File: config.mk
export PLATFORM = sky130hd
export DESIGN_NAME = pcicf_header
export DESIGN_NICKNAME = d
export VERILOG_FILES = /design/src/pcicf_pkg.sv /design/src/pcicf_lat_if.sv /design/src/pcicf_lat_timer.sv /design/src/pcicf_header.sv
export SDC_FILE = /design/constraint.sdc
export NUM_CORES = 1
export LEC_CHECK = 0
export ABC_AREA = 0
export BUFFER_PORTS_ARGS = -buffer_cell sky130_fd_sc_hd__buf_2
export CORE_ASPECT_RATIO = 0.9
export CORE_MARGIN = 10
export CORE_UTILIZATION = 25
export CTS_CLUSTER_SIZE = 14
export DETAILED_ROUTE_END_ITERATION = 8
export SYNTH_ARGS = -nofsm -noshare
export SYNTH_HDL_FRONTEND = slang
export SYNTH_SLANG_ARGS = --single-unit
File: constraint.sdc
create_clock -name clk -period 3.9 [get_ports clk]
set_clock_uncertainty 0.15 [all_clocks]
set_input_delay 0.585 -clock clk [delete_from_list [all_inputs] [get_ports clk]]
set_output_delay 0.585 -clock clk [all_outputs]
set_load 0.1 [all_outputs]
File: src/pcicf_pkg.sv
// Constants for the function-one configuration header.
package pcicf_pkg;

    // ------------------------------------------------------------
    // Header byte offsets
    // ------------------------------------------------------------
    localparam logic [7:0] OFS_IDENTITY = 8'h00;
    localparam logic [7:0] OFS_CMD_STAT = 8'h04;
    localparam logic [7:0] OFS_REV_CLASS = 8'h08;
    localparam logic [7:0] OFS_HDR_LAT = 8'h0c;
    localparam logic [7:0] OFS_MEM_BASE = 8'h10;
    localparam logic [7:0] OFS_BOARD_ID = 8'h20;
    localparam logic [7:0] OFS_INT_INFO = 8'h3c;

    // ------------------------------------------------------------
    // Command bit positions
    // ------------------------------------------------------------
    localparam int CMD_MEM_BIT = 1;
    localparam int CMD_MASTER_BIT = 2;
    localparam int CMD_PARITY_BIT = 6;
    localparam int CMD_SERR_BIT = 8;
    localparam logic [15:0] CMD_IMPL_MASK = 16'h0146;

    // ------------------------------------------------------------
    // Status bit positions and fixed fields
    // ------------------------------------------------------------
    localparam int ST_PAR_DET_BIT = 31;
    localparam int ST_SERR_SIG_BIT = 30;
    localparam int ST_MST_ABORT_BIT = 29;
    localparam int ST_TGT_ABORT_RX_BIT = 28;
    localparam int ST_TGT_ABORT_TX_BIT = 27;
    localparam int ST_DATA_PAR_BIT = 24;
    localparam logic [1:0] DEVSEL_MEDIUM = 2'h1;
    localparam logic [0:0] FAST_B2B_CAPABLE = 1'h1;

    // ------------------------------------------------------------
    // Fixed field values and reset values
    // ------------------------------------------------------------
    localparam logic [23:0] CLASS_CODE = 24'h048000;
    localparam logic [7:0] HEADER_KIND = 8'h80;
    localparam logic [7:0] LAT_TIMER_RESET = 8'h00;
    localparam logic [11:0] MEM_USAGE = 12'h008;
    localparam int MEM_WINDOW_BITS = 12;
    localparam logic [7:0] MAX_LATENCY = 8'hff;
    localparam logic [7:0] MIN_GRANT = 8'h04;
    localparam logic [7:0] INT_PIN_A = 8'h01;
    localparam logic [7:0] INT_LINE_RESET = 8'h00;
    localparam logic [15:0] CMD_RESET = 16'h0000;
    localparam logic [4:0] STATUS_RESET = 5'h00;
    localparam logic [2:0] FUNCTION_ONE = 3'h1;
    localparam logic [1:0] CFG_TYPE0 = 2'h0;

endpackage : pcicf_pkg

File: src/pcicf_lat_if.sv
// Signals between the header bank and its latency timer.
interface pcicf_lat_if;
    logic [7:0] load_value;
    logic burst_active;
    logic gnt_held;
    logic expired;
    logic end_burst;

    modport bank (output load_value, burst_active, gnt_held, input expired, end_burst);
    modport timer (input load_value, burst_active, gnt_held, output expired, end_burst);
endinterface : pcicf_lat_if

File: src/pcicf_lat_timer.sv
// Master latency timer counting clocks of a burst.
module pcicf_lat_timer
    import pcicf_pkg::*;
(
    // Clock and reset
    input wire logic clk,
    input wire logic reset,
    // Bank side
    pcicf_lat_if.timer lat
);

    typedef enum logic [2:0]
    {
        LT_IDLE = 3'b001,
        LT_COUNT = 3'b010,
        LT_EXPIRED = 3'b100
    } pcicf_lat_state_t;

    pcicf_lat_state_t state_q;
    logic [7:0] count_q;

    wire count_done = (count_q == 8'h00);

    always_ff @(posedge clk or posedge reset)
    begin
        if (reset)
        begin
            state_q <= LT_IDLE;
            count_q <= 8'h00;
        end
        else
        begin
            case (state_q)
                LT_IDLE:
                begin
                    count_q <= lat.load_value;
                    if (lat.burst_active)
                        state_q <= LT_COUNT;
                end
                LT_COUNT:
                begin
                    if (!lat.burst_active)
                        state_q <= LT_IDLE;
                    else if (count_done)
                        state_q <= LT_EXPIRED;
                    else
                        count_q <= count_q - 8'h01;
                end
                LT_EXPIRED:
                begin
                    if (!lat.burst_active)
                        state_q <= LT_IDLE;
                end
                default:
                    state_q <= LT_IDLE;
            endcase
        end
    end

    // Once expired, the burst ends as soon as the grant is taken away.
    assign lat.expired = (state_q == LT_EXPIRED); // RL16
    assign lat.end_burst = lat.expired && !lat.gnt_held; // RL16

endmodule : pcicf_lat_timer

File: src/pcicf_header.sv
// Configuration header bank of the second function of a capture device.
//
// How it works
// (RL1) Command zero: only configuration cycles answered
// (RL2) Undefined command bits read zero
// (RL3) Bit 31 set on any parity error; tgt_write_data_parity_err is ignored
// (RL4) Bit 30 set when SERR driven
// (RL5) Bits 29/28 set on master/target abort
// (RL6) Address parity: target abort, set bit 27
// (RL7) Devsel field reads 01, medium timing
// (RL8) Bit 24 set on PERR, if enabled
// (RL9) Bit 23 reads one, fast back-to-back
// (RL10) Command bit 8 gates SERR driver
// (RL11) Command bit 6 enables parity reporting
// (RL12) No mastering unless command bit 2
// (RL13) Memory decode only with command bit 1
// (RL14) Class code 048000, revision read-only
// (RL15) Header kind byte reads 80
// (RL16) Latency timer counts burst, ends after expiry
// (RL17) Base bits 31:12 writable, low reads 008
// (RL18) Maximum latency byte reads ff
// (RL19) Minimum grant byte reads 04
// (RL20) Interrupt pin reads 01, uses INTA
// (RL21) Interrupt line is plain storage
// (RL22) Identity word read-only, writes ignored
// (RL23) Write one clears status, zero keeps
// (RL24) Claim on IDSEL, AD[1:0]=00, function 001
// (RL25) Reserved writes dropped, reads zero
// (RL26) Writable bits reset to zero
module pcicf_header
    import pcicf_pkg::*;
#(
    // Identity defaults below are arbitrary values.
    parameter logic [15:0] VENDOR_CODE = 16'h1234,
    parameter logic [15:0] DEVICE_CODE = 16'h5678,
    parameter logic [7:0] REVISION_CODE = 8'h01,
    parameter logic [15:0] BOARD_VENDOR_CODE = 16'h0abc,
    parameter logic [15:0] BOARD_CODE = 16'h0def,
    parameter int FUNCTION_NUM = 1
)
(
    // Clock and reset
    input wire logic clk,
    input wire logic reset,
    // Configuration access from the target front end
    input wire logic cfg_req,
    input wire logic cfg_idsel,
    input wire logic [10:0] cfg_ad,
    input wire logic cfg_write,
    input wire logic [3:0] cfg_be,
    input wire logic [31:0] cfg_wdata,
    output logic cfg_claim,
    output logic cfg_ack,
    output logic [31:0] cfg_rdata,
    // Memory cycle decode
    input wire logic mem_cycle,
    input wire logic [31:0] mem_addr,
    output logic mem_hit,
    output logic [MEM_WINDOW_BITS-3:0] mem_word,
    // Target bus events
    input wire logic addr_parity_err,
    input wire logic data_parity_err,
    input wire logic tgt_write_data_parity_err,
    output logic target_abort,
    output logic devsel_medium,
    output logic fast_b2b_accept,
    // Master side
    input wire logic master_want,
    input wire logic burst_active,
    input wire logic gnt_n,
    input wire logic master_abort_seen,
    input wire logic target_abort_seen,
    input wire logic master_read_parity_err,
    input wire logic master_write_perr_seen,
    output logic master_allowed,
    output logic master_end_burst,
    // Error pins, active low, open drain
    output logic perr_n_out,
    output logic perr_n_oe,
    output logic serr_n_out,
    output logic serr_n_oe,
    // Interrupt pin, active low, open drain
    input wire logic irq_request,
    output logic inta_n_out,
    output logic inta_n_oe,
    // Control seen by the rest of the function
    output logic bus_disconnected,
    output logic [7:0] int_line
);

    // ------------------------------------------------------------
    // Parameter checks
    // ------------------------------------------------------------
    generate
        if (FUNCTION_NUM < 0 || FUNCTION_NUM > 7)
        begin : g_bad_func
            $error("FUNCTION_NUM must lie in 0 to 7");
        end
    endgenerate

    localparam logic [2:0] FUNC_SEL = 3'(FUNCTION_NUM);

    // ------------------------------------------------------------
    // Helpers
    // ------------------------------------------------------------
    function automatic logic [31:0] be_mask(input logic [3:0] be);
        be_mask = {{8{be[3]}}, {8{be[2]}}, {8{be[1]}}, {8{be[0]}}};
    endfunction : be_mask

    function automatic logic hit_offset(input logic [7:0] ofs, input logic [7:0] want);
        hit_offset = (ofs == want);
    endfunction : hit_offset

    // ------------------------------------------------------------
    // Registers
    // ------------------------------------------------------------
    logic [15:0] command_q;
    logic [4:0] status_q;
    logic [7:0] lat_timer_q;
    logic [31:MEM_WINDOW_BITS] mem_base_q;
    logic [7:0] int_line_q;
    logic [31:0] rdata_q;
    logic ack_q;
    logic serr_q;
    logic perr_q;
    logic target_abort_q;

    // ------------------------------------------------------------
    // Configuration cycle decode
    // ------------------------------------------------------------
    wire [7:0] byte_ofs = {cfg_ad[7:2], 2'b00};
    wire type0 = (cfg_ad[1:0] == CFG_TYPE0);
    wire func_hit = (cfg_ad[10:8] == FUNC_SEL);
    wire claim = cfg_req && cfg_idsel && type0 && func_hit; // RL24
    wire wr = claim && cfg_write;
    wire [31:0] wmask = be_mask(cfg_be);
    wire [31:0] wbits = cfg_wdata & wmask;

    wire sel_cmd = hit_offset(byte_ofs, OFS_CMD_STAT);
    wire sel_lat = hit_offset(byte_ofs, OFS_HDR_LAT);
    wire sel_base = hit_offset(byte_ofs, OFS_MEM_BASE);
    wire sel_int = hit_offset(byte_ofs, OFS_INT_INFO);

    wire wr_cmd = wr && sel_cmd;
    wire wr_lat = wr && sel_lat && cfg_be[1];
    wire wr_int = wr && sel_int && cfg_be[0];
    wire wr_base = wr && sel_base;

    // ------------------------------------------------------------
    // Command control
    // ------------------------------------------------------------
    wire mem_en = command_q[CMD_MEM_BIT];
    wire master_en = command_q[CMD_MASTER_BIT];
    wire parity_en = command_q[CMD_PARITY_BIT];
    wire serr_en = command_q[CMD_SERR_BIT];

    // Only implemented bits are stored, others stay zero.
    wire [15:0] cmd_keep = command_q & ~wmask[15:0];
    wire [15:0] cmd_d = (cmd_keep | wbits[15:0]) & CMD_IMPL_MASK; // RL2

    // ------------------------------------------------------------
    // Status events
    // ------------------------------------------------------------
    wire perr_drive = parity_en && (data_parity_err || master_read_parity_err); // RL11
    wire serr_drive = serr_en && addr_parity_err; // RL10
    wire [4:0] st_set;
    assign st_set[4] = addr_parity_err || data_parity_err || master_read_parity_err; // RL3
    assign st_set[3] = serr_drive; // RL4
    assign st_set[2] = master_abort_seen && master_en; // RL5
    assign st_set[1] = target_abort_seen && master_en; // RL5
    assign st_set[0] = parity_en && (master_read_parity_err || master_write_perr_seen); // RL8

    wire tx_abort_set = addr_parity_err && mem_en && mem_cycle; // RL6
    wire [4:0] st_clr_bits = {wbits[ST_PAR_DET_BIT], wbits[ST_SERR_SIG_BIT],
        wbits[ST_MST_ABORT_BIT], wbits[ST_TGT_ABORT_RX_BIT], wbits[ST_DATA_PAR_BIT]};
    wire [4:0] st_clr = wr_cmd ? st_clr_bits : 5'h00;
    // Setting wins over a clear in the same cycle.
    wire [4:0] st_d = (status_q & ~st_clr) | st_set; // RL23

    // Signalled target abort is kept apart since it only fires as target.
    logic sta_q;
    wire sta_clr = wr_cmd && wbits[ST_TGT_ABORT_TX_BIT];
    wire sta_d = (sta_q && !sta_clr) || tx_abort_set; // RL6

    // ------------------------------------------------------------
    // Read data assembly
    // ------------------------------------------------------------
    wire [15:0] status_word = {status_q[4], status_q[3], status_q[2], status_q[1],
        sta_q, DEVSEL_MEDIUM, status_q[0], FAST_B2B_CAPABLE, 7'h00}; // RL7 RL9
    wire [31:0] rd_identity = {DEVICE_CODE, VENDOR_CODE}; // RL22
    wire [31:0] rd_cmd_stat = {status_word, command_q}; // RL2
    wire [31:0] rd_rev_class = {CLASS_CODE, REVISION_CODE}; // RL14
    wire [31:0] rd_hdr_lat = {8'h00, HEADER_KIND, lat_timer_q, 8'h00}; // RL15
    wire [31:0] rd_base = {mem_base_q, MEM_USAGE}; // RL17
    wire [31:0] rd_board = {BOARD_CODE, BOARD_VENDOR_CODE};
    wire [31:0] rd_int = {MAX_LATENCY, MIN_GRANT, INT_PIN_A, int_line_q}; // RL18 RL19 RL20

    logic [31:0] rd_mux;
    always_comb
    begin
        case (byte_ofs)
            OFS_IDENTITY: rd_mux = rd_identity;
            OFS_CMD_STAT: rd_mux = rd_cmd_stat;
            OFS_REV_CLASS: rd_mux = rd_rev_class;
            OFS_HDR_LAT: rd_mux = rd_hdr_lat;
            OFS_MEM_BASE: rd_mux = rd_base;
            OFS_BOARD_ID: rd_mux = rd_board;
            OFS_INT_INFO: rd_mux = rd_int;
            default: rd_mux = '0; // RL25
        endcase
    end

    // ------------------------------------------------------------
    // Writable storage
    // ------------------------------------------------------------
    always_ff @(posedge clk or posedge reset)
    begin
        if (reset)
        begin
            command_q <= CMD_RESET; // RL26
            status_q <= STATUS_RESET;
            sta_q <= 1'b0;
        end
        else
        begin
            if (wr_cmd)
                command_q <= cmd_d; // RL1
            status_q <= st_d;
            sta_q <= sta_d;
        end
    end

    always_ff @(posedge clk or posedge reset)
    begin
        if (reset)
        begin
            lat_timer_q <= LAT_TIMER_RESET; // RL26
            int_line_q <= INT_LINE_RESET;
        end
        else
        begin
            if (wr_lat)
                lat_timer_q <= cfg_wdata[15:8]; // RL16
            if (wr_int)
                int_line_q <= cfg_wdata[7:0]; // RL21
        end
    end

    // Writes to read-only words fall through and are dropped.
    wire [31:MEM_WINDOW_BITS] base_keep = mem_base_q & ~wmask[31:MEM_WINDOW_BITS];
    wire [31:MEM_WINDOW_BITS] base_d = base_keep | wbits[31:MEM_WINDOW_BITS];

    always_ff @(posedge clk or posedge reset)
    begin
        if (reset)
            mem_base_q <= '0; // RL26
        else if (wr_base)
            mem_base_q <= base_d; // RL17 RL25
    end

    // ------------------------------------------------------------
    // Configuration answer, one cycle after the claim
    // ------------------------------------------------------------
    always_ff @(posedge clk or posedge reset)
    begin
        if (reset)
        begin
            ack_q <= 1'b0;
            rdata_q <= '0;
        end
        else
        begin
            ack_q <= claim;
            if (claim && !cfg_write)
                rdata_q <= rd_mux;
        end
    end

    assign cfg_claim = claim; // RL24
    assign cfg_ack = ack_q;
    assign cfg_rdata = rdata_q;

    // ------------------------------------------------------------
    // Memory window decode
    // ------------------------------------------------------------
    wire window_match = (mem_addr[31:MEM_WINDOW_BITS] == mem_base_q);
    assign mem_hit = mem_cycle && mem_en && window_match; // RL13 RL1
    assign mem_word = mem_addr[MEM_WINDOW_BITS-1:2];
    assign devsel_medium = mem_hit; // RL7
    assign fast_b2b_accept = mem_en; // RL9

    // ------------------------------------------------------------
    // Target abort on address parity error
    // ------------------------------------------------------------
    always_ff @(posedge clk or posedge reset)
    begin
        if (reset)
            target_abort_q <= 1'b0;
        else
            target_abort_q <= tx_abort_set; // RL6
    end

    assign target_abort = target_abort_q;

    // ------------------------------------------------------------
    // Error pins
    // ------------------------------------------------------------
    always_ff @(posedge clk or posedge reset)
    begin
        if (reset)
        begin
            serr_q <= 1'b0;
            perr_q <= 1'b0;
        end
        else
        begin
            serr_q <= serr_drive; // RL10
            perr_q <= perr_drive; // RL11
        end
    end

    assign serr_n_out = 1'b0;
    assign serr_n_oe = serr_q && serr_en; // RL10
    assign perr_n_out = 1'b0;
    assign perr_n_oe = perr_q && parity_en; // RL11

    // ------------------------------------------------------------
    // Bus mastering and latency timer
    // ------------------------------------------------------------
    pcicf_lat_if lat ();

    assign lat.load_value = lat_timer_q;
    assign lat.burst_active = burst_active && master_en;
    assign lat.gnt_held = !gnt_n;

    pcicf_lat_timer u_lat_timer
    (
        .clk(clk),
        .reset(reset),
        .lat(lat.timer)
    );

    assign master_allowed = master_want && master_en; // RL12 RL1
    assign master_end_burst = lat.end_burst; // RL16

    // ------------------------------------------------------------
    // Interrupt pin and other control
    // ------------------------------------------------------------
    assign inta_n_out = 1'b0;
    assign inta_n_oe = irq_request; // RL20
    assign bus_disconnected = (command_q == CMD_RESET); // RL1
    assign int_line = int_line_q; // RL21

endmodule : pcicf_header

==> impl_results.md <==
* Vias in the first global route at 4066
* Htree depth at 3
* Status: completed
* Clock-pin slew on the worst setup and hold paths at 70 ps
* Crit path launch type: flop
* Detailed Route WL at 14900 um
* Worst Path Max Fanout at 3
* Clk sink count at 93
* CTS max path bufs at 2
* Critical path class: flop to output pin
* CTS tree: yes
* Peak Freq at 0.313 GHz
* Setup WS pre-CTS at 721 ps
* Layout area overhead at 24.5%
* CTS root buf: clkbuf_16
* Leak at 0.00279 uW
* Worst-margin pin slew at 798 ps
* Post-CTS Repair Setup Buffers at 0
* Routed Antenna Nets at 0
* IO Port Bufs at 132
* Later-pin clock latency in the skew report at 350 ps
* Vias per Instance at 4.67
* Commonest non-fill, non-tap cell in the layout: buf_2
* Max_slew headroom at 0.466
* Initial antenna violation count at 1
* Min-delay worst type: input pin to async pin
* DIE HEIGHT at 149 um
* Mapped Area at 0.00460 mm^2
* Synth warnings at 0
* Final slew viol count at 0
* Fillers at 1895
* Post-route cell area at 0.00572 mm^2
* Async SR Flop Fraction at 1.00
* Routability congestion estimate at 0.823
* Core ar. at 0.0178 mm^2
* Max VDD drop at 0.259 mV
* Row Count at 46
* WHS at 221 ps
* Largest net degree at the start of global routing at 59
* DR vias at 3740
* CTS resizes at 0
* DR iter-0 viols at 178
* Worst setup EP type: output pin
* Period utilisation layout at 0.818
* Placed cells at 785
* Placed Area at 0.00542 mm^2
* Total track usage at 0.126
* Final Power at 2010 uW
* Wire length per cell at 18.7 um
* Hold_buf cts at 0
* Pre-antenna DRT Iters at 4
* GRT overflow at 0
* DRC viols at 0
* Setup ws final at 710 ps
* DPL Wire Length at 11500 um
* Die span in x at 163 um
* Final non-filler cell total at 801
* Starting density of the core at 0.258
* Layout Nets at 654
* Total CTS buffers at 9
* Required time of the critical path at 3160 ps
* Crit path time final at 3190 ps
* Share of cells above drive strength 1 at 0.393
* Fin. Hold Viols at 0
* Synth Flop Type: dfrtp_1
* Yosys reg bits at 93
* Finish-stage setup viols at 0
* Crit path DAT at 2460 ps
* Most frequent cells in the layout: 132 x buf_2, 92 x dfrtp_1, 53 x nand2_1, 41 x mux2_2, 37 x o21ai_0
* Mean post-synth cell area at 10.4 um^2
* Post-synth EDFFs at 0
* Ports at 161
* Seq/Total Area, Yosys at 0.506
* Pwr/cell area at 351 mW/mm^2
* Synth unique cells at 47
* Max-cap violations at 0
* Syn Inst Count at 442
* First-pass GRT wire length at 23400 um
* Die footprint at 0.0242 mm^2
* RSZ-0062 raised after global routing: false
==> cells in the mapped netlist (3+ instances only) <==
cell type | number | area [um^2]
dfrtp_1 | 92 | 2300
a221oi_1 | 6 | 52.6
a21o_1 | 3 | 22.5
a21oi_1 | 32 | 160
a22oi_1 | 7 | 52.6
buf_4 | 16 | 120
o21ai_1 | 3 | 15.0
o21ai_2 | 10 | 87.6
clkbuf_1 | 16 | 60.1
nand2_1 | 53 | 199
inv_1 | 7 | 26.3
nand4_1 | 5 | 31.3
a22o_1 | 3 | 26.3
mux2_2 | 41 | 462
nand3_1 | 4 | 20.0
and3_1 | 9 | 56.3
nand2b_1 | 8 | 50.1
nor2_1 | 16 | 60.1
xnor2_1 | 12 | 105
nor3_1 | 7 | 35.0
nor4_1 | 7 | 43.8
buf_2 | 5 | 25.0
o21ai_0 | 37 | 185
and2_1 | 5 | 31.3
xor2_1 | 8 | 70.1
==> per-layer routing <==
metal | routed length [um] | GRT usage
met3 | 1240 | 0.0464
met1 | 7100 | 0.168
met2 | 6440 | 0.189
met4 | 151 | 0.0293
met5 | 13 | 0
==> path summary, 6_finish.rpt <==
kind                                        startpoint                endpoint  slack [ps]  cells after the start
worst min register to register           cfg_rdata[11]           cfg_rdata[11]         320                      2
worst min-delay path                             reset           cfg_rdata[10]         220                      2
worst max register to register  u_lat_timer.count_q[2]  u_lat_timer.count_q[3]        1330                      5
max in group asynchronous                        reset                   sta_q        2610                      3
min in group clk                       data_parity_err             status_q[4]         310                      2
worst max-delay path                              flop           devsel_medium         710                      5
==> area by class of cell <==
| cell class | instances | area, um^2 | area share |
|---|---|---|---|
| timing repair buffer | 140 | 721 | 0.126 |
| multi-input combinational | 305 | 2040 | 0.357 |
| inverter | 7 | 28.8 | 0.00503 |
| sequential | 93 | 2330 | 0.407 |
| tap | 240 | 300 | 0.0525 |
| clock inverter | 5 | 60.1 | 0.0105 |
| clock buffer | 10 | 239 | 0.0417 |
| antenna | 1 | 2.50 | 0.000437 |
==> through the flow <==
stage | utilization | TNS (ps)
3_5_place_dp | 0.304 | 0
5_1_grt | 0.321 | 0
6_report | 0.321 | 0
3_3_place_gp | 0.304 | 0
4_1_cts | 0.321 | 0
2_1_floorplan | - | -253
==> critical path: stages, from the launching register on <==
cell	delay, ps
dfrtp_1	400
xor2_1	190
nor4_1	520
nand4_1	180
nor4_2	330
buf_2	490
==> where the power goes <==
| part | total [uW] | switching [uW] | internal [uW] |
|---|---|---|---|
| sequential | 969 | 1.91 | 967 |
| combinational | 140 | 92.1 | 47.9 |
| clock | 898 | 385 | 513 |
==> cells by family after synthesis <==
family | Yosys count | share of synthesized area
AOI/OAI and AO/OA | 113 | 0.155
and+or+nand+nor | 126 | 0.139
muxes | 41 | 0.100
xor gates and xnor gates | 20 | 0.0381
adders and majority gates | 2 | 0.00544
DFF | 93 | 0.506
buffers and inverters | 46 | 0.0552
other | 1 | 0.000816
Power figures use the tool's default switching activity.
